## config.mk

```make
export PLATFORM = sky130hd
export DESIGN_NAME = gauge_status_and_output_regs
export DESIGN_NICKNAME = d
export VERILOG_FILES = /design/src/hw/gauge_regs_pkg.sv /design/src/hw/gauge_status_and_output_regs.sv /design/src/hw/alert_window_flags.sv
export SDC_FILE = /design/constraint.sdc
export NUM_CORES = 1
export LEC_CHECK = 0
export ABC_AREA = 0
export BUFFER_PORTS_ARGS = -buffer_cell sky130_fd_sc_hd__buf_2
export CAP_MARGIN = 0
export CORE_MARGIN = 4
export CORE_UTILIZATION = 45
export CTS_BUF_LIST = sky130_fd_sc_hd__clkbuf_8
export DETAILED_ROUTE_END_ITERATION = 8
export PLACE_DENSITY_LB_ADDON = 0.2
export SYNTH_ARGS = -nofsm -noshare
export SYNTH_HDL_FRONTEND = slang
export SYNTH_HIERARCHICAL = 1
export SYNTH_SLANG_ARGS = --single-unit
```

## constraint.sdc

```tcl
create_clock -name clk -period 7 [get_ports clk]
set_input_delay 0.7 -clock clk [delete_from_list [all_inputs] [get_ports clk]]
set_output_delay 0.7 -clock clk [all_outputs]
set_load 0.02 [all_outputs]
```

## src/hw/gauge_regs_pkg.sv

```systemverilog
// Purpose: Shared constants and carriers for the gauge status and output register bank.
// Assumes: APB register access with one aligned 32-bit word per register index.
// Notes: Byte address of a register is four times its index.
package gauge_regs_pkg;

  // Register indices; byte address = index * 4.
  localparam logic [7:0] IDX_FLAG_STATUS = 8'h00;
  localparam logic [7:0] IDX_REPORTED_CAPACITY = 8'h05;
  localparam logic [7:0] IDX_REPORTED_CHARGE_PCT = 8'h06;
  localparam logic [7:0] IDX_CELL_VOLTAGE = 8'h09;
  localparam logic [7:0] IDX_REPORTED_FULL_CAPACITY = 8'h10;
  localparam logic [7:0] IDX_TIME_TO_EMPTY = 8'h11;
  localparam logic [7:0] IDX_CYCLE_COUNT = 8'h17;
  localparam logic [7:0] IDX_AVERAGE_CELL_VOLTAGE = 8'h19;
  localparam logic [7:0] IDX_VOLTAGE_PEAK_TRACKER = 8'h1b;
  localparam logic [7:0] IDX_TIME_TO_FULL = 8'h20;
  localparam logic [7:0] IDX_VOLTAGE_ALERT_THRESHOLDS = 8'h40;
  localparam logic [7:0] IDX_TEMPERATURE_ALERT_THRESHOLDS = 8'h41;
  localparam logic [7:0] IDX_CHARGE_ALERT_THRESHOLDS = 8'h42;
  localparam logic [7:0] IDX_CURRENT_ALERT_THRESHOLDS = 8'h43;
  localparam logic [7:0] IDX_ALERT_CONFIG = 8'h44;
  localparam logic [7:0] IDX_BLOCK_STATE = 8'h45;

  // Flag status bit positions.
  localparam int unsigned BIT_POR = 1;
  localparam int unsigned BIT_CUR_LOW = 2;
  localparam int unsigned BIT_BATT_ABSENT = 3;
  localparam int unsigned BIT_CUR_HIGH = 6;
  localparam int unsigned BIT_ONE_PCT = 7;
  localparam int unsigned BIT_VOLT_LOW = 8;
  localparam int unsigned BIT_TEMP_LOW = 9;
  localparam int unsigned BIT_CHG_LOW = 10;
  localparam int unsigned BIT_INSERTED = 11;
  localparam int unsigned BIT_VOLT_HIGH = 12;
  localparam int unsigned BIT_TEMP_HIGH = 13;
  localparam int unsigned BIT_CHG_HIGH = 14;
  localparam int unsigned BIT_REMOVED = 15;

  // Alert configuration bit positions.
  localparam int unsigned CFG_CURRENT_STICKY = 0;
  localparam int unsigned CFG_VOLTAGE_STICKY = 1;
  localparam int unsigned CFG_TEMPERATURE_STICKY = 2;
  localparam int unsigned CFG_CHARGE_STICKY = 3;

  // Reset values, the time-not-available code and the cycle count limit.
  localparam logic [15:0] FLAG_STATUS_RESET = 16'h8082;
  localparam logic [15:0] PEAK_TRACKER_RESET = 16'h00ff;
  localparam logic [15:0] UNSIGNED_THRESH_RESET = 16'hff00;
  localparam logic [15:0] SIGNED_THRESH_RESET = 16'h7f80;
  localparam logic [3:0] ALERT_CONFIG_RESET = 4'h0;
  localparam logic [15:0] TIME_NOT_AVAILABLE = 16'hffff;
  localparam logic [15:0] CYCLE_COUNT_MAX = 16'hffff;

  // Filter strengths, as right shifts of the error per update.
  localparam int unsigned CAP_FILTER_SHIFT = 2;
  localparam int unsigned AVG_FILTER_SHIFT = 3;

  // Output validity delay after configuration.
  localparam int unsigned VALID_DELAY_MS = 351;
  localparam int unsigned CLK_PERIOD_NS = 8;
  localparam int unsigned VALID_DELAY_CYCLES = VALID_DELAY_MS * 1000000 / CLK_PERIOD_NS;
  localparam int unsigned VALID_CNT_W = 26;

  // One measurement update from the conversion logic.
  typedef struct packed {
    logic [15:0] cellVolt;
    logic [15:0] current;
    logic [15:0] temp;
    logic [7:0] voltQuant;
  } meas_t;

  // One update from the gauging algorithm.
  typedef struct packed {
    logic [15:0] capacity;
    logic [15:0] chargePct;
    logic [15:0] fullCap;
    logic [15:0] timeEmpty;
    logic [15:0] timeFull;
  } alg_t;

endpackage : gauge_regs_pkg

```

## src/hw/gauge_status_and_output_regs.sv

```systemverilog
// Purpose: Status flags, algorithm outputs and cell-voltage tracking behind an APB slave.
// Assumes: Event inputs are one-cycle pulses synchronous to clk.
// Notes: Register byte address is four times the register index.
//
// Summary of operation
// [RL1] Algorithm outputs valid 351ms after configuration.
// [RL2] Time to empty meaningful only while discharging.
// [RL3] Time to full meaningful only while charging.
// [RL4] Cycle count steps one percent per LSB.
// [RL5] Power-on flag set on any reset event.
// [RL6] Current low/high flags follow thresholds, clear at reset.
// [RL7] Voltage low/high flags follow thresholds, clear at reset.
// [RL8] Temperature low/high flags follow thresholds, clear at reset.
// [RL9] Charge low/high flags follow thresholds, clear at reset.
// [RL10] Absent bit shows battery presence, zero at reset.
// [RL11] One percent flag on integer crossing, set at reset.
// [RL12] Inserted flag set on insertion, zero at reset.
// [RL13] Removed flag set on removal, one at reset.
// [RL14] Bits 0, 4 and 5 are undefined.
// [RL15] Tracker starts with max 00h, min FFh.
// [RL16] Writing 0x00FF restarts voltage tracking.
// [RL17] Max and min are 8-bit, 20mV each.
// [RL18] Average voltage is a running average.
// [RL19] Remaining capacity is filtered against load steps.
// [RL20] Full capacity recomputed per completed charge.
// [RL21] Max in upper byte, min in lower.
// [RL22] Sticky bit picks manual or automatic flag clearing.
// [RL23] Write zero clears a flag; new events win.
// [RL24] Each update widens max and min as needed.
//
// Chosen here: the APB slave port.
module gauge_status_and_output_regs #(
  parameter int unsigned VALID_CYCLES = gauge_regs_pkg::VALID_DELAY_CYCLES
) (
  // Clock and reset
  input wire logic clk,
  input wire logic rst_b,
  // APB slave
  input wire logic psel,
  input wire logic penable,
  input wire logic pwrite,
  input wire logic [11:0] paddr,
  input wire logic [31:0] pwdata,
  input wire logic [3:0] pstrb,
  output logic [31:0] prdata,
  output logic pready,
  output logic pslverr,
  // Gauge events and data
  input wire logic configDone,
  input wire logic porEvent,
  input wire logic measUpdate,
  input wire gauge_regs_pkg::meas_t meas,
  input wire logic algUpdate,
  input wire gauge_regs_pkg::alg_t alg,
  input wire logic chargeDone,
  input wire logic cycleStep,
  input wire logic insertEvent,
  input wire logic removeEvent,
  input wire logic batteryAbsent,
  // Block state
  output logic outputsValid
);
  import gauge_regs_pkg::*;

  logic [15:0] reported_capacity_r;
  logic [15:0] reported_charge_pct_r;
  logic [15:0] fullCap_r;
  logic [15:0] tte_r;
  logic [15:0] ttf_r;
  logic [15:0] cycles_r;
  logic [15:0] cellVolt_r;
  logic [15:0] avgVolt_r;
  logic [15:0] current_r;
  logic [7:0] maxVolt_r;
  logic [7:0] minVolt_r;
  logic [15:0] voltTh_r;
  logic [15:0] tempTh_r;
  logic [15:0] chgTh_r;
  logic [15:0] curTh_r;
  logic [3:0] alertCfg_r;
  logic porFlag_r;
  logic onePctFlag_r;
  logic insFlag_r;
  logic remFlag_r;
  logic battAbsent_r;
  logic [VALID_CNT_W-1:0] validCnt_r;
  logic valid_r;
  logic pready_r;
  logic pslverr_r;
  logic [31:0] prdata_r;
  logic curLow, curHigh, voltLow, voltHigh, tempLow, tempHigh, chgLow, chgHigh;
  logic [15:0] statusView;
  logic [15:0] keepMask;
  logic [15:0] wrData;
  logic [7:0] regIdx;
  logic addrOk;
  logic hit;
  logic [15:0] readVal;
  logic wrEn;
  logic wrStatus;
  logic discharging;
  logic charging;

  // Moves cur toward tgt by a shifted share of the error, at least one step.
  function automatic logic [15:0] filterStep(input logic [15:0] cur, input logic [15:0] tgt,
                                             input int unsigned shift);
    logic signed [16:0] diff;
    logic signed [16:0] step;
    diff = $signed({1'b0, tgt}) - $signed({1'b0, cur});
    step = diff >>> shift;
    if (step == 17'sd0) begin
      step = diff;
    end
    return cur + step[15:0];
  endfunction : filterStep

  assign regIdx = paddr[9:2];
  assign addrOk = (paddr[1:0] == 2'b00) && (paddr[11:10] == 2'b00);
  assign wrEn = psel && penable && pready_r && pwrite && hit;
  assign wrStatus = wrEn && (regIdx == IDX_FLAG_STATUS);
  assign wrData = {pstrb[1] ? pwdata[15:8] : 8'h00, pstrb[0] ? pwdata[7:0] : 8'h00};
  // A lane left out of the strobes keeps its flags rather than clearing them.
  assign keepMask = {pstrb[1] ? pwdata[15:8] : 8'hff, pstrb[0] ? pwdata[7:0] : 8'hff};
  assign discharging = current_r[15];
  assign charging = !current_r[15] && (current_r != 16'h0000);

  // Undefined bits read as zero.
  always_comb begin
    statusView = 16'h0000; // see [RL14]
    statusView[BIT_POR] = porFlag_r;
    statusView[BIT_CUR_LOW] = curLow;
    statusView[BIT_BATT_ABSENT] = battAbsent_r;
    statusView[BIT_CUR_HIGH] = curHigh;
    statusView[BIT_ONE_PCT] = onePctFlag_r;
    statusView[BIT_VOLT_LOW] = voltLow;
    statusView[BIT_TEMP_LOW] = tempLow;
    statusView[BIT_CHG_LOW] = chgLow;
    statusView[BIT_INSERTED] = insFlag_r;
    statusView[BIT_VOLT_HIGH] = voltHigh;
    statusView[BIT_TEMP_HIGH] = tempHigh;
    statusView[BIT_CHG_HIGH] = chgHigh;
    statusView[BIT_REMOVED] = remFlag_r;
  end

  // Capacity, charge and full capacity read as zero, and the two time outputs as FFFFh, until the validity delay has run out.
  always_comb begin
    hit = addrOk;
    readVal = 16'h0000;
    unique case (regIdx)
      IDX_FLAG_STATUS: readVal = statusView;
      IDX_REPORTED_CAPACITY: readVal = valid_r ? reported_capacity_r : 16'h0000; // see [RL1]
      IDX_REPORTED_CHARGE_PCT: readVal = valid_r ? reported_charge_pct_r : 16'h0000;
      IDX_CELL_VOLTAGE: readVal = cellVolt_r;
      IDX_REPORTED_FULL_CAPACITY: readVal = valid_r ? fullCap_r : 16'h0000;
      IDX_TIME_TO_EMPTY: readVal = (valid_r && discharging) ? tte_r : TIME_NOT_AVAILABLE; // see [RL2]
      IDX_CYCLE_COUNT: readVal = cycles_r;
      IDX_AVERAGE_CELL_VOLTAGE: readVal = avgVolt_r;
      IDX_VOLTAGE_PEAK_TRACKER: readVal = {maxVolt_r, minVolt_r}; // see [RL21]
      IDX_TIME_TO_FULL: readVal = (valid_r && charging) ? ttf_r : TIME_NOT_AVAILABLE; // see [RL3]
      IDX_VOLTAGE_ALERT_THRESHOLDS: readVal = voltTh_r;
      IDX_TEMPERATURE_ALERT_THRESHOLDS: readVal = tempTh_r;
      IDX_CHARGE_ALERT_THRESHOLDS: readVal = chgTh_r;
      IDX_CURRENT_ALERT_THRESHOLDS: readVal = curTh_r;
      IDX_ALERT_CONFIG: readVal = {12'h000, alertCfg_r};
      IDX_BLOCK_STATE: readVal = {15'h0000, valid_r};
      default: hit = 1'b0;
    endcase
  end

  // APB answer: ready in the first access cycle, so every transfer takes two cycles.
  always_ff @(posedge clk) begin
    if (!rst_b) begin
      pready_r <= 1'b0;
      pslverr_r <= 1'b0;
      prdata_r <= 32'h0000_0000;
    end else begin
      pready_r <= psel && !penable;
      if (psel && !penable) begin
        pslverr_r <= !hit;
        prdata_r <= (hit && !pwrite) ? {16'h0000, readVal} : 32'h0000_0000;
      end
    end
  end

  // Validity timer restarts whenever configuration is withdrawn.
  always_ff @(posedge clk) begin
    if (!rst_b) begin
      validCnt_r <= '0;
      valid_r <= 1'b0;
    end else if (!configDone) begin
      validCnt_r <= '0;
      valid_r <= 1'b0;
    end else if (validCnt_r == VALID_CNT_W'(VALID_CYCLES)) begin
      valid_r <= 1'b1; // see [RL1]
    end else begin
      validCnt_r <= validCnt_r + 1'b1;
    end
  end

  // Algorithm output registers.
  always_ff @(posedge clk) begin
    if (!rst_b) begin
      reported_capacity_r <= 16'h0000;
      reported_charge_pct_r <= 16'h0000;
      tte_r <= 16'h0000;
      ttf_r <= 16'h0000;
    end else if (algUpdate) begin
      reported_capacity_r <= filterStep(reported_capacity_r, alg.capacity, CAP_FILTER_SHIFT); // see [RL19]
      reported_charge_pct_r <= alg.chargePct;
      tte_r <= alg.timeEmpty;
      ttf_r <= alg.timeFull;
    end
  end

  always_ff @(posedge clk) begin
    if (!rst_b) begin
      fullCap_r <= 16'h0000;
    end else if (chargeDone) begin
      fullCap_r <= alg.fullCap; // see [RL20]
    end
  end

  // Saturates rather than wrapping, so a long-lived cell never reads as new.
  always_ff @(posedge clk) begin
    if (!rst_b) begin
      cycles_r <= 16'h0000;
    end else if (cycleStep && (cycles_r != CYCLE_COUNT_MAX)) begin
      cycles_r <= cycles_r + 16'h0001; // see [RL4]
    end
  end

  // Measurement registers and running average.
  always_ff @(posedge clk) begin
    if (!rst_b) begin
      cellVolt_r <= 16'h0000;
      avgVolt_r <= 16'h0000;
      current_r <= 16'h0000;
    end else if (measUpdate) begin
      cellVolt_r <= meas.cellVolt;
      current_r <= meas.current;
      avgVolt_r <= filterStep(avgVolt_r, meas.cellVolt, AVG_FILTER_SHIFT); // see [RL18]
    end
  end

  // A host write takes priority over a measurement in the same cycle.
  always_ff @(posedge clk) begin
    if (!rst_b) begin
      maxVolt_r <= PEAK_TRACKER_RESET[15:8]; // see [RL15]
      minVolt_r <= PEAK_TRACKER_RESET[7:0]; // see [RL15]
    end else if (wrEn && (regIdx == IDX_VOLTAGE_PEAK_TRACKER)) begin
      maxVolt_r <= wrData[15:8]; // see [RL16]
      minVolt_r <= wrData[7:0]; // see [RL16]
    end else if (measUpdate) begin
      if (meas.voltQuant > maxVolt_r) begin
        maxVolt_r <= meas.voltQuant; // see [RL24] [RL17]
      end
      if (meas.voltQuant < minVolt_r) begin
        minVolt_r <= meas.voltQuant; // see [RL24] [RL17]
      end
    end
  end

  // Thresholds and alert configuration.
  always_ff @(posedge clk) begin
    if (!rst_b) begin
      voltTh_r <= UNSIGNED_THRESH_RESET;
      tempTh_r <= SIGNED_THRESH_RESET;
      chgTh_r <= UNSIGNED_THRESH_RESET;
      curTh_r <= SIGNED_THRESH_RESET;
      alertCfg_r <= ALERT_CONFIG_RESET;
    end else if (wrEn) begin
      if (regIdx == IDX_VOLTAGE_ALERT_THRESHOLDS) voltTh_r <= wrData;
      if (regIdx == IDX_TEMPERATURE_ALERT_THRESHOLDS) tempTh_r <= wrData;
      if (regIdx == IDX_CHARGE_ALERT_THRESHOLDS) chgTh_r <= wrData;
      if (regIdx == IDX_CURRENT_ALERT_THRESHOLDS) curTh_r <= wrData;
      if (regIdx == IDX_ALERT_CONFIG) alertCfg_r <= wrData[3:0];
    end
  end

  // Event flags: a zero written clears, a same-cycle event keeps the flag set.
  always_ff @(posedge clk) begin
    if (!rst_b) begin
      porFlag_r <= FLAG_STATUS_RESET[BIT_POR]; // see [RL5]
      onePctFlag_r <= FLAG_STATUS_RESET[BIT_ONE_PCT]; // see [RL11]
      insFlag_r <= FLAG_STATUS_RESET[BIT_INSERTED]; // see [RL12]
      remFlag_r <= FLAG_STATUS_RESET[BIT_REMOVED]; // see [RL13]
      battAbsent_r <= FLAG_STATUS_RESET[BIT_BATT_ABSENT]; // see [RL10]
    end else begin
      porFlag_r <= porEvent | (porFlag_r & !(wrStatus && !keepMask[BIT_POR])); // see [RL5] [RL23]
      onePctFlag_r <= (algUpdate && (alg.chargePct[15:8] != reported_charge_pct_r[15:8]))
                      | (onePctFlag_r & !(wrStatus && !keepMask[BIT_ONE_PCT])); // see [RL11]
      insFlag_r <= insertEvent
                   | (insFlag_r & !(wrStatus && !keepMask[BIT_INSERTED])); // see [RL12] [RL23]
      remFlag_r <= removeEvent
                   | (remFlag_r & !(wrStatus && !keepMask[BIT_REMOVED])); // see [RL13] [RL23]
      battAbsent_r <= batteryAbsent; // see [RL10]
    end
  end

  // Threshold flags for the four alert classes.
  alert_window_flags #(.SIGNED_CMP(1'b1)) u_curFlags ( // see [RL6]
    .clk(clk), .rst_b(rst_b), .sample(measUpdate), .value(meas.current[15:8]),
    .minTh(curTh_r[7:0]), .maxTh(curTh_r[15:8]), .sticky(alertCfg_r[CFG_CURRENT_STICKY]),
    .swWrite(wrStatus), .keepLow(keepMask[BIT_CUR_LOW]), .keepHigh(keepMask[BIT_CUR_HIGH]),
    .lowFlag_r(curLow), .highFlag_r(curHigh));

  alert_window_flags #(.SIGNED_CMP(1'b0)) u_voltFlags ( // see [RL7]
    .clk(clk), .rst_b(rst_b), .sample(measUpdate), .value(meas.cellVolt[15:8]),
    .minTh(voltTh_r[7:0]), .maxTh(voltTh_r[15:8]), .sticky(alertCfg_r[CFG_VOLTAGE_STICKY]),
    .swWrite(wrStatus), .keepLow(keepMask[BIT_VOLT_LOW]), .keepHigh(keepMask[BIT_VOLT_HIGH]),
    .lowFlag_r(voltLow), .highFlag_r(voltHigh));

  alert_window_flags #(.SIGNED_CMP(1'b1)) u_tempFlags ( // see [RL8]
    .clk(clk), .rst_b(rst_b), .sample(measUpdate), .value(meas.temp[15:8]),
    .minTh(tempTh_r[7:0]), .maxTh(tempTh_r[15:8]),
    .sticky(alertCfg_r[CFG_TEMPERATURE_STICKY]), .swWrite(wrStatus),
    .keepLow(keepMask[BIT_TEMP_LOW]), .keepHigh(keepMask[BIT_TEMP_HIGH]),
    .lowFlag_r(tempLow), .highFlag_r(tempHigh));

  alert_window_flags #(.SIGNED_CMP(1'b0)) u_chgFlags ( // see [RL9]
    .clk(clk), .rst_b(rst_b), .sample(algUpdate), .value(alg.chargePct[15:8]),
    .minTh(chgTh_r[7:0]), .maxTh(chgTh_r[15:8]), .sticky(alertCfg_r[CFG_CHARGE_STICKY]),
    .swWrite(wrStatus), .keepLow(keepMask[BIT_CHG_LOW]), .keepHigh(keepMask[BIT_CHG_HIGH]),
    .lowFlag_r(chgLow), .highFlag_r(chgHigh));

  assign prdata = prdata_r;
  assign pready = pready_r;
  assign pslverr = pslverr_r;
  assign outputsValid = valid_r;

  property p_valid_bound;
    @(posedge clk) disable iff (!rst_b)
      (configDone && validCnt_r == VALID_CNT_W'(VALID_CYCLES)) |=> ##1 (outputsValid || !$past(configDone));
  endproperty
  a_valid_bound: assert property (p_valid_bound) else $error("Outputs not valid in time."); // see [RL1]

  property p_por_set;
    @(posedge clk) disable iff (!rst_b) porEvent |=> statusView[BIT_POR];
  endproperty
  a_por_set: assert property (p_por_set) else $error("Power-on flag not set."); // see [RL5]

  property p_one_pct;
    @(posedge clk) disable iff (!rst_b)
      (algUpdate && alg.chargePct[15:8] != reported_charge_pct_r[15:8]) |=> onePctFlag_r;
  endproperty
  a_one_pct: assert property (p_one_pct) else $error("Percent crossing missed."); // see [RL11]

  property p_set_wins;
    @(posedge clk) disable iff (!rst_b) (wrStatus && insertEvent) |=> statusView[BIT_INSERTED];
  endproperty
  a_set_wins: assert property (p_set_wins) else $error("Insertion lost to clear."); // see [RL23]

  property p_max_track;
    @(posedge clk) disable iff (!rst_b)
      (measUpdate && !wrEn && meas.voltQuant > maxVolt_r) |=> maxVolt_r == $past(meas.voltQuant);
  endproperty
  a_max_track: assert property (p_max_track) else $error("Maximum not replaced."); // see [RL24]

  property p_restart;
    @(posedge clk) disable iff (!rst_b)
      (wrEn && regIdx == IDX_VOLTAGE_PEAK_TRACKER && wrData == PEAK_TRACKER_RESET)
      |=> {maxVolt_r, minVolt_r} == 16'h00ff;
  endproperty
  a_restart: assert property (p_restart) else $error("Tracker not restarted."); // see [RL16]

  property p_cycle_step;
    @(posedge clk) disable iff (!rst_b)
      (cycleStep && cycles_r != CYCLE_COUNT_MAX) |=> cycles_r == $past(cycles_r) + 16'h0001;
  endproperty
  a_cycle_step: assert property (p_cycle_step) else $error("Cycle count did not step."); // see [RL4]

  property p_full_cap;
    @(posedge clk) disable iff (!rst_b) chargeDone |=> fullCap_r == $past(alg.fullCap);
  endproperty
  a_full_cap: assert property (p_full_cap) else $error("Full capacity not reloaded."); // see [RL20]

  property p_absent;
    @(posedge clk) disable iff (!rst_b) ##1 statusView[BIT_BATT_ABSENT] == $past(batteryAbsent);
  endproperty
  a_absent: assert property (p_absent) else $error("Absent bit wrong."); // see [RL10]

  property p_tte_gate;
    @(posedge clk) disable iff (!rst_b)
      (psel && !penable && !pwrite && regIdx == IDX_TIME_TO_EMPTY && addrOk && !discharging)
      |=> prdata_r[15:0] == TIME_NOT_AVAILABLE;
  endproperty
  a_tte_gate: assert property (p_tte_gate) else $error("Time to empty shown while idle."); // see [RL2]

endmodule : gauge_status_and_output_regs

```

## src/hw/alert_window_flags.sv

```systemverilog
// Purpose: Low and high threshold flags for one alert class.
// Assumes: Sample strobe marks a fresh reading; keep bits come from a status write.
// Notes: Sticky mode holds a flag until software clears it.
module alert_window_flags #(
  parameter bit SIGNED_CMP = 1'b0
) (
  // Clock and reset
  input wire logic clk,
  input wire logic rst_b,
  // Reading and thresholds
  input wire logic sample,
  input wire logic [7:0] value,
  input wire logic [7:0] minTh,
  input wire logic [7:0] maxTh,
  input wire logic sticky,
  // Software write of the flag bits
  input wire logic swWrite,
  input wire logic keepLow,
  input wire logic keepHigh,
  // Flags
  output logic lowFlag_r,
  output logic highFlag_r
);

  logic below;
  logic above;
  logic lowKept;
  logic highKept;

  assign below = SIGNED_CMP ? ($signed(value) < $signed(minTh)) : (value < minTh);
  assign above = SIGNED_CMP ? ($signed(value) > $signed(maxTh)) : (value > maxTh);
  assign lowKept = swWrite ? (lowFlag_r & keepLow) : lowFlag_r;
  assign highKept = swWrite ? (highFlag_r & keepHigh) : highFlag_r;

  // A fresh crossing outranks a software clear in the same cycle.
  always_ff @(posedge clk) begin
    if (!rst_b) begin
      lowFlag_r <= 1'b0;
      highFlag_r <= 1'b0;
    end else if (sample) begin
      lowFlag_r <= sticky ? (lowKept | below) : below; // see [RL22]
      highFlag_r <= sticky ? (highKept | above) : above; // see [RL22]
    end else begin
      lowFlag_r <= lowKept;
      highFlag_r <= highKept;
    end
  end

  property p_sticky_hold;
    @(posedge clk) disable iff (!rst_b)
      (sticky && lowFlag_r && !swWrite) |=> lowFlag_r;
  endproperty
  a_sticky_hold: assert property (p_sticky_hold) else $error("Sticky low flag dropped."); // see [RL22]

  property p_auto_clear;
    @(posedge clk) disable iff (!rst_b)
      (sample && !sticky && !above) |=> !highFlag_r;
  endproperty
  a_auto_clear: assert property (p_auto_clear) else $error("High flag not auto-cleared."); // see [RL22]

endmodule : alert_window_flags

```

=== Yosys cells after proc, flatten, opt, wreduce, memory -nomap -nowiden ===
Index checks and enable logic that the tools add are counted.

* Bits in registers: 302
* Bits of input ports: 198
* Output and inout port bits: 35
* Word-level logic and storage cells: 188

* Add/sub/neg operators: 6
* Magnitude comparators: 10
* Equal/unequal tests: 18
* Muxes and demuxes: 48
* Bitwise gates (word level): 24
* Reductions and logical operators: 48

{| class="wikitable"
|+ Operator list
! kind !! count
|-
| 16-bit case mux with 16 select lines || 1
|-
| 16-bit 2-to-1 mux || 12
|-
| 8-bit 2-to-1 mux || 10
|-
| 8-bit by 7-bit equality test with 1-bit output, second input constant || 6
|-
| 8-bit by 5-bit equality test with 1-bit output, second input constant || 5
|-
| 8-bit > comparator || 5
|-
| 8-bit less-than comparator || 5
|-
| 17-bit logical NOT || 2
|-
| 16-bit by 16-bit subtractor with 17-bit output || 2
|-
| 16-bit adder || 2
|-
| 26-bit by 1-bit adder with 26-bit output, second input constant || 1
|-
| 26-bit equality test, second input constant || 1
|-
| 1-bit 2-to-1 mux || 25
|-
| 1-bit logical AND || 18
|-
| 16-bit by 1-bit adder with 16-bit output, second input constant || 1
|-
| 8-bit by 3-bit equality test with 1-bit output, second input constant || 2
|-
| 16-bit != test, second input constant || 1
|-
| 2-bit AND reduction || 8
|-
| 16-bit nonzero test || 1
|-
| 16-bit OR reduction || 1
|-
| 1-bit bitwise AND || 12
|-
| 1-bit logical NOT || 12
|-
| 1-bit OR || 12
|-
| 8-bit by 4-bit equality test with 1-bit output, second input constant || 1
|-
| other kinds (5) || 8
|}

=== Depth between registers and ports, before layout ===
Gate-level depths: netlist (run 1).

* Word-level depth: 9
* Mapped depth: 21

=== Modules after synthesis ===
Netlist (run 1), hierarchy kept.

{| class="wikitable"
|+ By module, submodules not included
! module !! instances !! cells each !! area each (sq um) !! seq. area each (sq um)
|-
| gauge_status_and_output_regs || 1 || 1819 || 15821.4 || 5565.3
|-
| alert_window_flags at u_curFlags ... || 2 || 63 || 483.0 || 40.0
|-
| alert_window_flags at u_chgFlags ... || 2 || 63 || 470.5 || 40.0
|}

=== Least setup slack after synthesis (run 1) ===
Ideal clock, no wire load.

* Kind: input -> register
* From: in alg[64] in the netlist's numbering
* To: reg reported_capacity_r[14]
* Setup time: 0.138 ns
* Data arrival time: 4.852 ns
* Slack: 2.011 ns
* Stages on the path: 21
* Path buffers: 0
* Cell sequence: inv_1 -> ha_1 -> fa_1 -> nor2b_1 -> o2111ai_1 -> and3_1 -> o41ai_2 -> a21o_1 -> a21oi_1 -> xnor2_1 -> o41ai_1 -> ha_1 -> fa_1 -> a211oi_1 -> o21bai_1 -> a31oi_1 -> o21ai_0 -> o41ai_1 -> o21ai_0 -> xnor2_1 -> o22ai_1

* Word-level cells in the longest chain between the ends: 6

{| class="wikitable"
|+ RTL lines
! what !! RTL line !! source
|-
| from (decl) || gauge_status_and_output_regs.sv:54 || <nowiki>input wire gauge_regs_pkg::alg_t alg,</nowiki>
|-
| 16-bit by 16-bit subtractor with 17-bit output * || gauge_status_and_output_regs.sv:109 || <nowiki>diff = $signed({1'b0, tgt}) - $signed({1'b0, cur});</nowiki>
|-
| 17-bit logical NOT || gauge_status_and_output_regs.sv:111 || <nowiki>if (step == 17'sd0) begin</nowiki>
|-
| 16-bit 2-to-1 mux * || gauge_status_and_output_regs.sv:111 ||
|-
| 16-bit 2-to-1 mux * || gauge_status_and_output_regs.sv:207 || <nowiki>end else if (algUpdate) begin</nowiki>
|-
| 16-bit 2-to-1 mux * || gauge_status_and_output_regs.sv:202 || <nowiki>if (!rst_b) begin</nowiki>
|-
| 16-bit adder * || gauge_status_and_output_regs.sv:114 || <nowiki>return cur + step[15:0];</nowiki>
|-
| to (signal assigned) || gauge_status_and_output_regs.sv:208 || <nowiki>reported_capacity_r <= filterStep(reported_capacity_r, alg.capacity, CAP_FILTER_SHIFT);</nowiki>
|-
| to (decl) || gauge_status_and_output_regs.sv:65 || <nowiki>logic [15:0] reported_capacity_r;</nowiki>
|}

Mark *: on every way between the ends. The rest lies on a longest branch, timed or not. The select of a mux whose other input is x is not followed.
A chain may end at the register's enable or synchronous reset.

=== Worst setup path in the final report (run 1) ===
* From: reg reported_capacity_r[0]
* To: reg reported_capacity_r[14]

* Word-level cells in the longest chain between the ends: 6

{| class="wikitable"
|+ RTL lines
! what !! RTL line
|-
| 16-bit by 16-bit subtractor with 17-bit output || gauge_status_and_output_regs.sv:109
|-
| 17-bit logical NOT || gauge_status_and_output_regs.sv:111
|-
| 16-bit 2-to-1 mux || gauge_status_and_output_regs.sv:111
|-
| 16-bit 2-to-1 mux || gauge_status_and_output_regs.sv:207
|-
| 16-bit 2-to-1 mux || gauge_status_and_output_regs.sv:202
|-
| 16-bit adder * || gauge_status_and_output_regs.sv:114
|}

Marked as above.

==> impl_metrics.toml, run 1 <==
[run_status]
outcome = "complete, no violations"

[global_routing]
total_grt_usage_pct = 26.4
overflow = 0
largest_net_degree_at_the_start_of_global_routing = 110
grt_pass1_wl_microns = 87300
grt_pass1_vias = 14926
antenna_violations_before_repair = 5

[sta]
timing.slew.headroom_pct = 18.1
timing.final.crit_period_ps = 5500
skew_ps = 27.5
rsz0062_at_grt = "false"
setup_total_negative_slack_ps = 0
setup_viol = 0
worstMarginPinSlew_ps = 1220
fin_crit_sh_pct = 78.6
achievable-frequency_ghz = 0.182
post-route-worst-setup-slack_ps = 1500
final_number_of_hold_violating_endpoints = 0
timing.final.max_slew_violations = 0

[placement]
place_hpwl_microns = 45000
placed_cell_area_sq_mm = 0.0190
post-place-ws_ps = 1120
io_buffer_count = 190
gp_routability_congestion = 0.988

[critical_path]
regToRegSetupSlack_ps = 1500
worstPathBufferInverterCount = 0
critical-path-slowest-cell = "sky130_fd_sc_hd__o41ai_2"
crit_chain = "ha_1 -> fa_1 -> nor2b_1 -> o2111ai_1 -> and3_1 -> o41ai_2 -> a21o_1 -> a21oi_1 -> xnor2_1 -> o41ai_1 -> ha_1 -> fa_1 -> a211oi_1 -> o21bai_1 -> a31oi_1 -> o21ai_0 -> o41ai_1 -> o21ai_0 -> xnor2_1 -> o22ai_1"
worst_path_dominant_cell_family = "compound AO/OA/AOI/OAI gates"
critical_path_required_ps = 7450
cp-start-kind = "flip-flop"
critical-path-max-stage-delay_ps = 550
crit_type = "reg2reg"
data_arrival_critical_path_ps = 5950
crit_fanout = 5
endpoint_kind = "flip-flop"

[layout]
stdcell_area_sq_mm = 0.0199
synth_to_final_area_change_pct = 12.4
largest_register = "validCnt_r"
finalNetCount = 2574
most_frequent_cells_in_the_layout = "sky130_fd_sc_hd__dfxtp_1 (286), sky130_fd_sc_hd__nor2_1 (267), sky130_fd_sc_hd__mux2i_1 (201), sky130_fd_sc_hd__buf_2 (189), sky130_fd_sc_hd__inv_1 (160)"
largest_reg_flops = 26
drive_gt1_share_pct = 13.7
final.fill_count = 3771
layout_commonest_cell = "sky130_fd_sc_hd__dfxtp_1"

[synthesis]
synth-edff-count = 0
synth-seq-area-share_pct = 32.3
ys.warnings.count = 6
postSynth.topFlopCell = "sky130_fd_sc_hd__dfxtp_1"
post_synth_num_cell_types = 82
postSynthAreaPerCell_sq_um = 8.56
postSynth.asyncResetShare_pct = 0
flops_latches_synth = 286
syn-instance-count = 2071
syn_area_sq_mm = 0.0177

[min_path]
holdCritPathClass = "in2reg"

[clocking]
cts-root-to-sink-buffers = 3
cts.root.buffer_cell = "sky130_fd_sc_hd__clkbuf_8"
cts_tree = "built"
cts_max_level = 2
cts.sinks = 286
clk-insertion-delay-late_ps = 590
hold_buffers = 0
postCtsResizedCells = 0
postCtsSetupRepairBufs = 0
cts-buffers-inserted = 48
clk_pin_slew_worst_paths_ps = 60

[die]
die_area_sq_mm = 0.0426
io_pins = 233
core-area_sq_mm = 0.0388
initial_utilization_pct = 45.7
die_y_microns = 206
core.rowCount = 72
die_width_microns = 206

[route]
avgRoutedWirePerCell_microns = 21.0
drtIter0Drc = 1496
vias = 16098
routed_via_density = 5.78
route.final.wire_length_microns = 58500
first_pass_iters = 9
number_of_remaining_drc_errors = 0
detail-route-antenna-nets = 0

[pwr]
power_per_cell_area_mw_per_mm2 = 283
power.ir.vdd_worst_uv = 165
leakagePower_nw = 8.71
power.total_mw = 5.64

[job]
maxCapViolations = 0
==> cell type report <==
type | count | area (sq um) | share of cell area, %
well taps | 518 | 648 | 3.25
flip-flops and latches | 286 | 5730 | 28.7
clock buffers | 59 | 812 | 4.08
clock inverters | 25 | 126 | 0.634
inverters | 142 | 538 | 2.70
repair buffers | 198 | 1010 | 5.09
diodes | 2 | 5.00 | 0.0251
multi-input cells | 1554 | 11100 | 55.5
==> metal layers <==
metal  GRT usage, %  wire (microns)  vias to the layer above  share of wire, %
met2           40.0           24900                      638                42
met3           4.58            4990                      104               8.5
met4           6.75            1410                        8               2.4
met5              0              47                        -             0.080
li1               -               -                     7716                 -
met1           38.7           27200                     7632                46
==> cell usage after synthesis (32+ instances only) <==
library cell	n	area, sq um
sky130_fd_sc_hd__mux2i_1	201	2010
sky130_fd_sc_hd__nand2_1	145	544
sky130_fd_sc_hd__inv_1	142	533
sky130_fd_sc_hd__xnor2_1	44	385
sky130_fd_sc_hd__nor2_1	267	1000
sky130_fd_sc_hd__a21oi_1	83	415
sky130_fd_sc_hd__ha_1	142	1780
sky130_fd_sc_hd__dfxtp_1	286	5730
sky130_fd_sc_hd__nand4_1	32	200
sky130_fd_sc_hd__xor2_1	38	333
sky130_fd_sc_hd__o21ai_0	81	405
sky130_fd_sc_hd__nand3_1	44	220
sky130_fd_sc_hd__nand2b_1	36	225
sky130_fd_sc_hd__clkbuf_1	71	267
==> path summary, 6_finish.rpt <==
check	to	startpoint	cells past startpoint
worst max register to register	reported_capacity_r[14]$_SDFFE_PN0P_	reported_capacity_r[0]$_SDFFE_PN0P_	20
worst max-delay path	reported_capacity_r[14]$_SDFFE_PN0P_	reported_capacity_r[0]$_SDFFE_PN0P_	20
worst min-delay path	porFlag_r$_SDFF_PN1_	porEvent	2
worst min register to register	prdata[0]$_SDFFE_PN0P_	prdata[0]$_SDFFE_PN0P_	2
==> power by group <==
part	total, mW	internal (mW)	switching, mW
sequential	1.90	1.75	0.147
combinational	2.26	0.997	1.27
clock	1.48	0.792	0.690
total	5.64	3.54	2.10
==> cell families (layout without fill, tap and decap cells) <==
family	count (synthesis)	after routing	share of synthesized area [%]
other cells	1	18	0.0212
mux	213	213	12.6
simple gates	682	682	18.8
compound gates	415	415	16.1
buf+inv	246	424	5.75
fa+ha+maj	146	146	10.5
flops	286	286	32.3
xor+xnor	82	82	4.05
==> through the flow <==
stage	hold slack, ps	util, %	std cells
floorplan	435	-	2086
global placement	441	48.9	2698
detailed placement	445	48.9	2698
CTS	324	51.3	2782
global route	344	51.3	2782
finish	346	51.3	2784
(Power assumes the default switching activity.)
==> run 2, diff against run 1 <==
Settings changed: ABC_AREA 0 to 1.
Clock period 7 ns to 5.3 ns, I/O delays scaled along.
==> impl_metrics.toml, run 2 <==
[clocking]
cts.root.buffer_cell = "sky130_fd_sc_hd__clkbuf_8"
cts-buffers-inserted = 53
cts_tree = "built"
cts-root-to-sink-buffers = 3
cts.sinks = 286
cts_max_level = 2
postCtsResizedCells = 0
hold_buffers = 0
clk_pin_slew_worst_paths_ps = 60
postCtsSetupRepairBufs = 0
clk-insertion-delay-late_ps = 680

[critical_path]
crit_fanout = 4
data_arrival_critical_path_ps = 4680
crit_chain = "ha_1 -> fa_1 -> inv_1 -> nand3_1 -> nand2_1 -> nand2_1 -> nand2_1 -> nand2_1 -> o211ai_1 -> inv_1 -> nor2_1 -> nand4_1 -> nand2_1 -> inv_1 -> ha_1 -> fa_1 -> nand3_1 -> nand2_1 -> a21oi_1 -> o21ai_0 -> xor2_1 -> o21ai_0 -> inv_1"
endpoint_kind = "flip-flop"
cp-start-kind = "flip-flop"
critical-path-max-stage-delay_ps = 410
critical-path-slowest-cell = "sky130_fd_sc_hd__fa_1"
worst_path_dominant_cell_family = "simple AND/OR/NAND/NOR gates"
crit_type = "reg2reg"
worstPathBufferInverterCount = 4
critical_path_required_ps = 5850
crit_path_most_repeated_cell = "sky130_fd_sc_hd__nand2_1"

[sta]
whs_ps = 60.5
setup_total_negative_slack_ps = 0
timing.final.crit_period_ps = 4130
timing.slew.headroom_pct = 24.8
fin_crit_sh_pct = 78.0
worstMarginPinSlew_ps = 1120
achievable-frequency_ghz = 0.242
setup_viol = 0
skew_ps = 41.5
timing.final.max_slew_violations = 0
final_number_of_hold_violating_endpoints = 0
rsz0062_at_grt = "false"

[global_routing]
grt_pass1_wl_microns = 100000
grt_pass1_vias = 18536
overflow = 0
total_grt_usage_pct = 28.0
largest_net_degree_at_the_start_of_global_routing = 79
antenna_violations_before_repair = 4

[layout]
final-instance-count-excl-fill = 3679
largest_reg_flops = 26
drive_gt1_share_pct = 11.3
synth_to_final_area_change_pct = 12.7
finalNetCount = 3443
largest_register = "validCnt_r"
most_frequent_cells_in_the_layout = "sky130_fd_sc_hd__nand2_1 (635), sky130_fd_sc_hd__inv_1 (424), sky130_fd_sc_hd__nor2_1 (403), sky130_fd_sc_hd__dfxtp_1 (286), sky130_fd_sc_hd__o21ai_0 (263)"
layout_commonest_cell = "sky130_fd_sc_hd__nand2_1"

[synthesis]
syn-instance-count = 2930
post_synth_main_area_contributors = "sky130_fd_sc_hd__dfxtp_1 (30%), sky130_fd_sc_hd__nand2_1 (13%), sky130_fd_sc_hd__ha_1 (9.4%)"
netlist.top_cell.by_area = "sky130_fd_sc_hd__dfxtp_1"
synth-edff-count = 0
postSynth.asyncResetShare_pct = 0
postSynth.topFlopCell = "sky130_fd_sc_hd__dfxtp_1"
synth-seq-area-share_pct = 30.3
flops_latches_synth = 286
ys.warnings.count = 6
post_synth_num_cell_types = 48
postSynthAreaPerCell_sq_um = 6.45
synth_largest_type_area_fraction_pct = 30.3
most_frequently_used_cell_type_in_the_post_synthesis_netlist = "sky130_fd_sc_hd__nand2_1"
synth_top_cells_by_count = "sky130_fd_sc_hd__nand2_1 (635), sky130_fd_sc_hd__inv_1 (408), sky130_fd_sc_hd__nor2_1 (403)"
syn_area_sq_mm = 0.0189

[pwr]
leakagePower_nw = 10.8
power_per_cell_area_mw_per_mm2 = 396
power.total_mw = 8.44
power.ir.vdd_worst_uv = 201

[job]
maxCapViolations = 0

[placement]
place_hpwl_microns = 50700
placedCellCount = 3576
io_buffer_count = 190
gp_routability_congestion = 0.972

[route]
number_of_remaining_drc_errors = 0
drtIter0Drc = 1867
detail-route-antenna-nets = 0
route.final.wire_length_microns = 65800
vias = 19739
avgRoutedWirePerCell_microns = 17.9
routed_via_density = 5.37
first_pass_iters = 5

[min_path]
holdCritPathClass = "in2reg"

[die]
die_y_microns = 213
io_pins = 233
initial_utilization_pct = 45.9
core-area_sq_mm = 0.0412
core.rowCount = 74
die_width_microns = 213
die_area_sq_mm = 0.0453

[run_status]
outcome = "complete, no violations"
-- run 2: cell types whose count changed after synthesis, sizes merged, moves of 29 or more --
cell    previous run  this run
a21oi             83       206
mux2i            201         0
nand3             45       181
nand2            145       641
a222oi            30         0
nand2b            38         0
nor2             267       420
xnor2             44        15
o21ai             94       267
inv              142       426
-- run 2: worst paths after layout --
check	end	slack [ps]	from	cells past startpoint
worst max-delay path	avgVolt_r[10]$_SDFFE_PN0P_	1170	avgVolt_r[0]$_SDFFE_PN0P_	23
worst max register to register	avgVolt_r[10]$_SDFFE_PN0P_	1170	avgVolt_r[0]$_SDFFE_PN0P_	23
worst min register to register	current_r[0]$_SDFFE_PN0P_	460	current_r[0]$_SDFFE_PN0P_	2
worst min-delay path	remFlag_r$_SDFF_PN1_	60	removeEvent	3
-- run 2: logic make-up after synthesis --
kind of cell | count (synthesis) | share of synthesized area (%)
xor+xnor | 40 | 1.85
flops | 286 | 30.3
compound gates | 553 | 15.9
simple gates | 1370 | 30.8
buf+inv | 534 | 11.3
other cells | 1 | 0.0198
fa+ha+maj | 146 | 9.83
-- run 2: per-stage QoR --
| step | area [sq um] | util, % | setup slack, ps |
|---|---|---|---|
| floorplan | 18900 | - | 1580 |
| global placement | 20200 | 48.9 | 959 |
| detailed placement | 20200 | 48.9 | 904 |
| CTS | 21300 | 51.6 | 1180 |
| global route | 21300 | 51.7 | 798 |
| finish | 21300 | 51.7 | 1170 |
-- run 2: final cells by class --
type	instances	area, sq um
Inverter	427	1610
Clock buffer	67	922
Timing Repair Buffer	206	1070
Antenna cell	3	7.51
Tap cell	532	666
Clock inverter	33	204
Fill cell	4299	19900
Sequential cell	286	5730
Multi-Input combinational cell	2125	11100
-- run 2: report_power, final --
part           internal [mW]  total [mW]  leakage, nW  switching, mW
registers               2.33        2.49         2.34          0.155
clock network           1.24        2.29        0.653           1.05
logic                   1.34        3.66         7.76           2.32
total                   4.92        8.44         10.8           3.52
-- run 2: routing by layer --
layer  global-route usage, %  part of all wire (%)  vias up
met5                       0                 0.032        -
met4                    11.4                   4.1        4
met3                    5.19                   8.1      144
met2                    44.3                    44      731
met1                    37.9                    44     9035
li1                        -                     -     9825
-- run 2: worst register-to-register path: stages (launching register included) --
cell	delay, ps
sky130_fd_sc_hd__dfxtp_1	360
sky130_fd_sc_hd__ha_1	240
sky130_fd_sc_hd__fa_1	400
sky130_fd_sc_hd__inv_1	90
sky130_fd_sc_hd__nand3_1	60
sky130_fd_sc_hd__nand2_1	160
sky130_fd_sc_hd__nand2_1	90
sky130_fd_sc_hd__nand2_1	100
sky130_fd_sc_hd__nand2_1	70
sky130_fd_sc_hd__o211ai_1	160
sky130_fd_sc_hd__inv_1	130
sky130_fd_sc_hd__nor2_1	360
sky130_fd_sc_hd__nand4_1	140
sky130_fd_sc_hd__nand2_1	80
sky130_fd_sc_hd__inv_1	40
sky130_fd_sc_hd__ha_1	190
sky130_fd_sc_hd__fa_1	410
sky130_fd_sc_hd__nand3_1	120
sky130_fd_sc_hd__nand2_1	130
sky130_fd_sc_hd__a21oi_1	220
sky130_fd_sc_hd__o21ai_0	120
sky130_fd_sc_hd__xor2_1	150
sky130_fd_sc_hd__o21ai_0	150
sky130_fd_sc_hd__inv_1	50
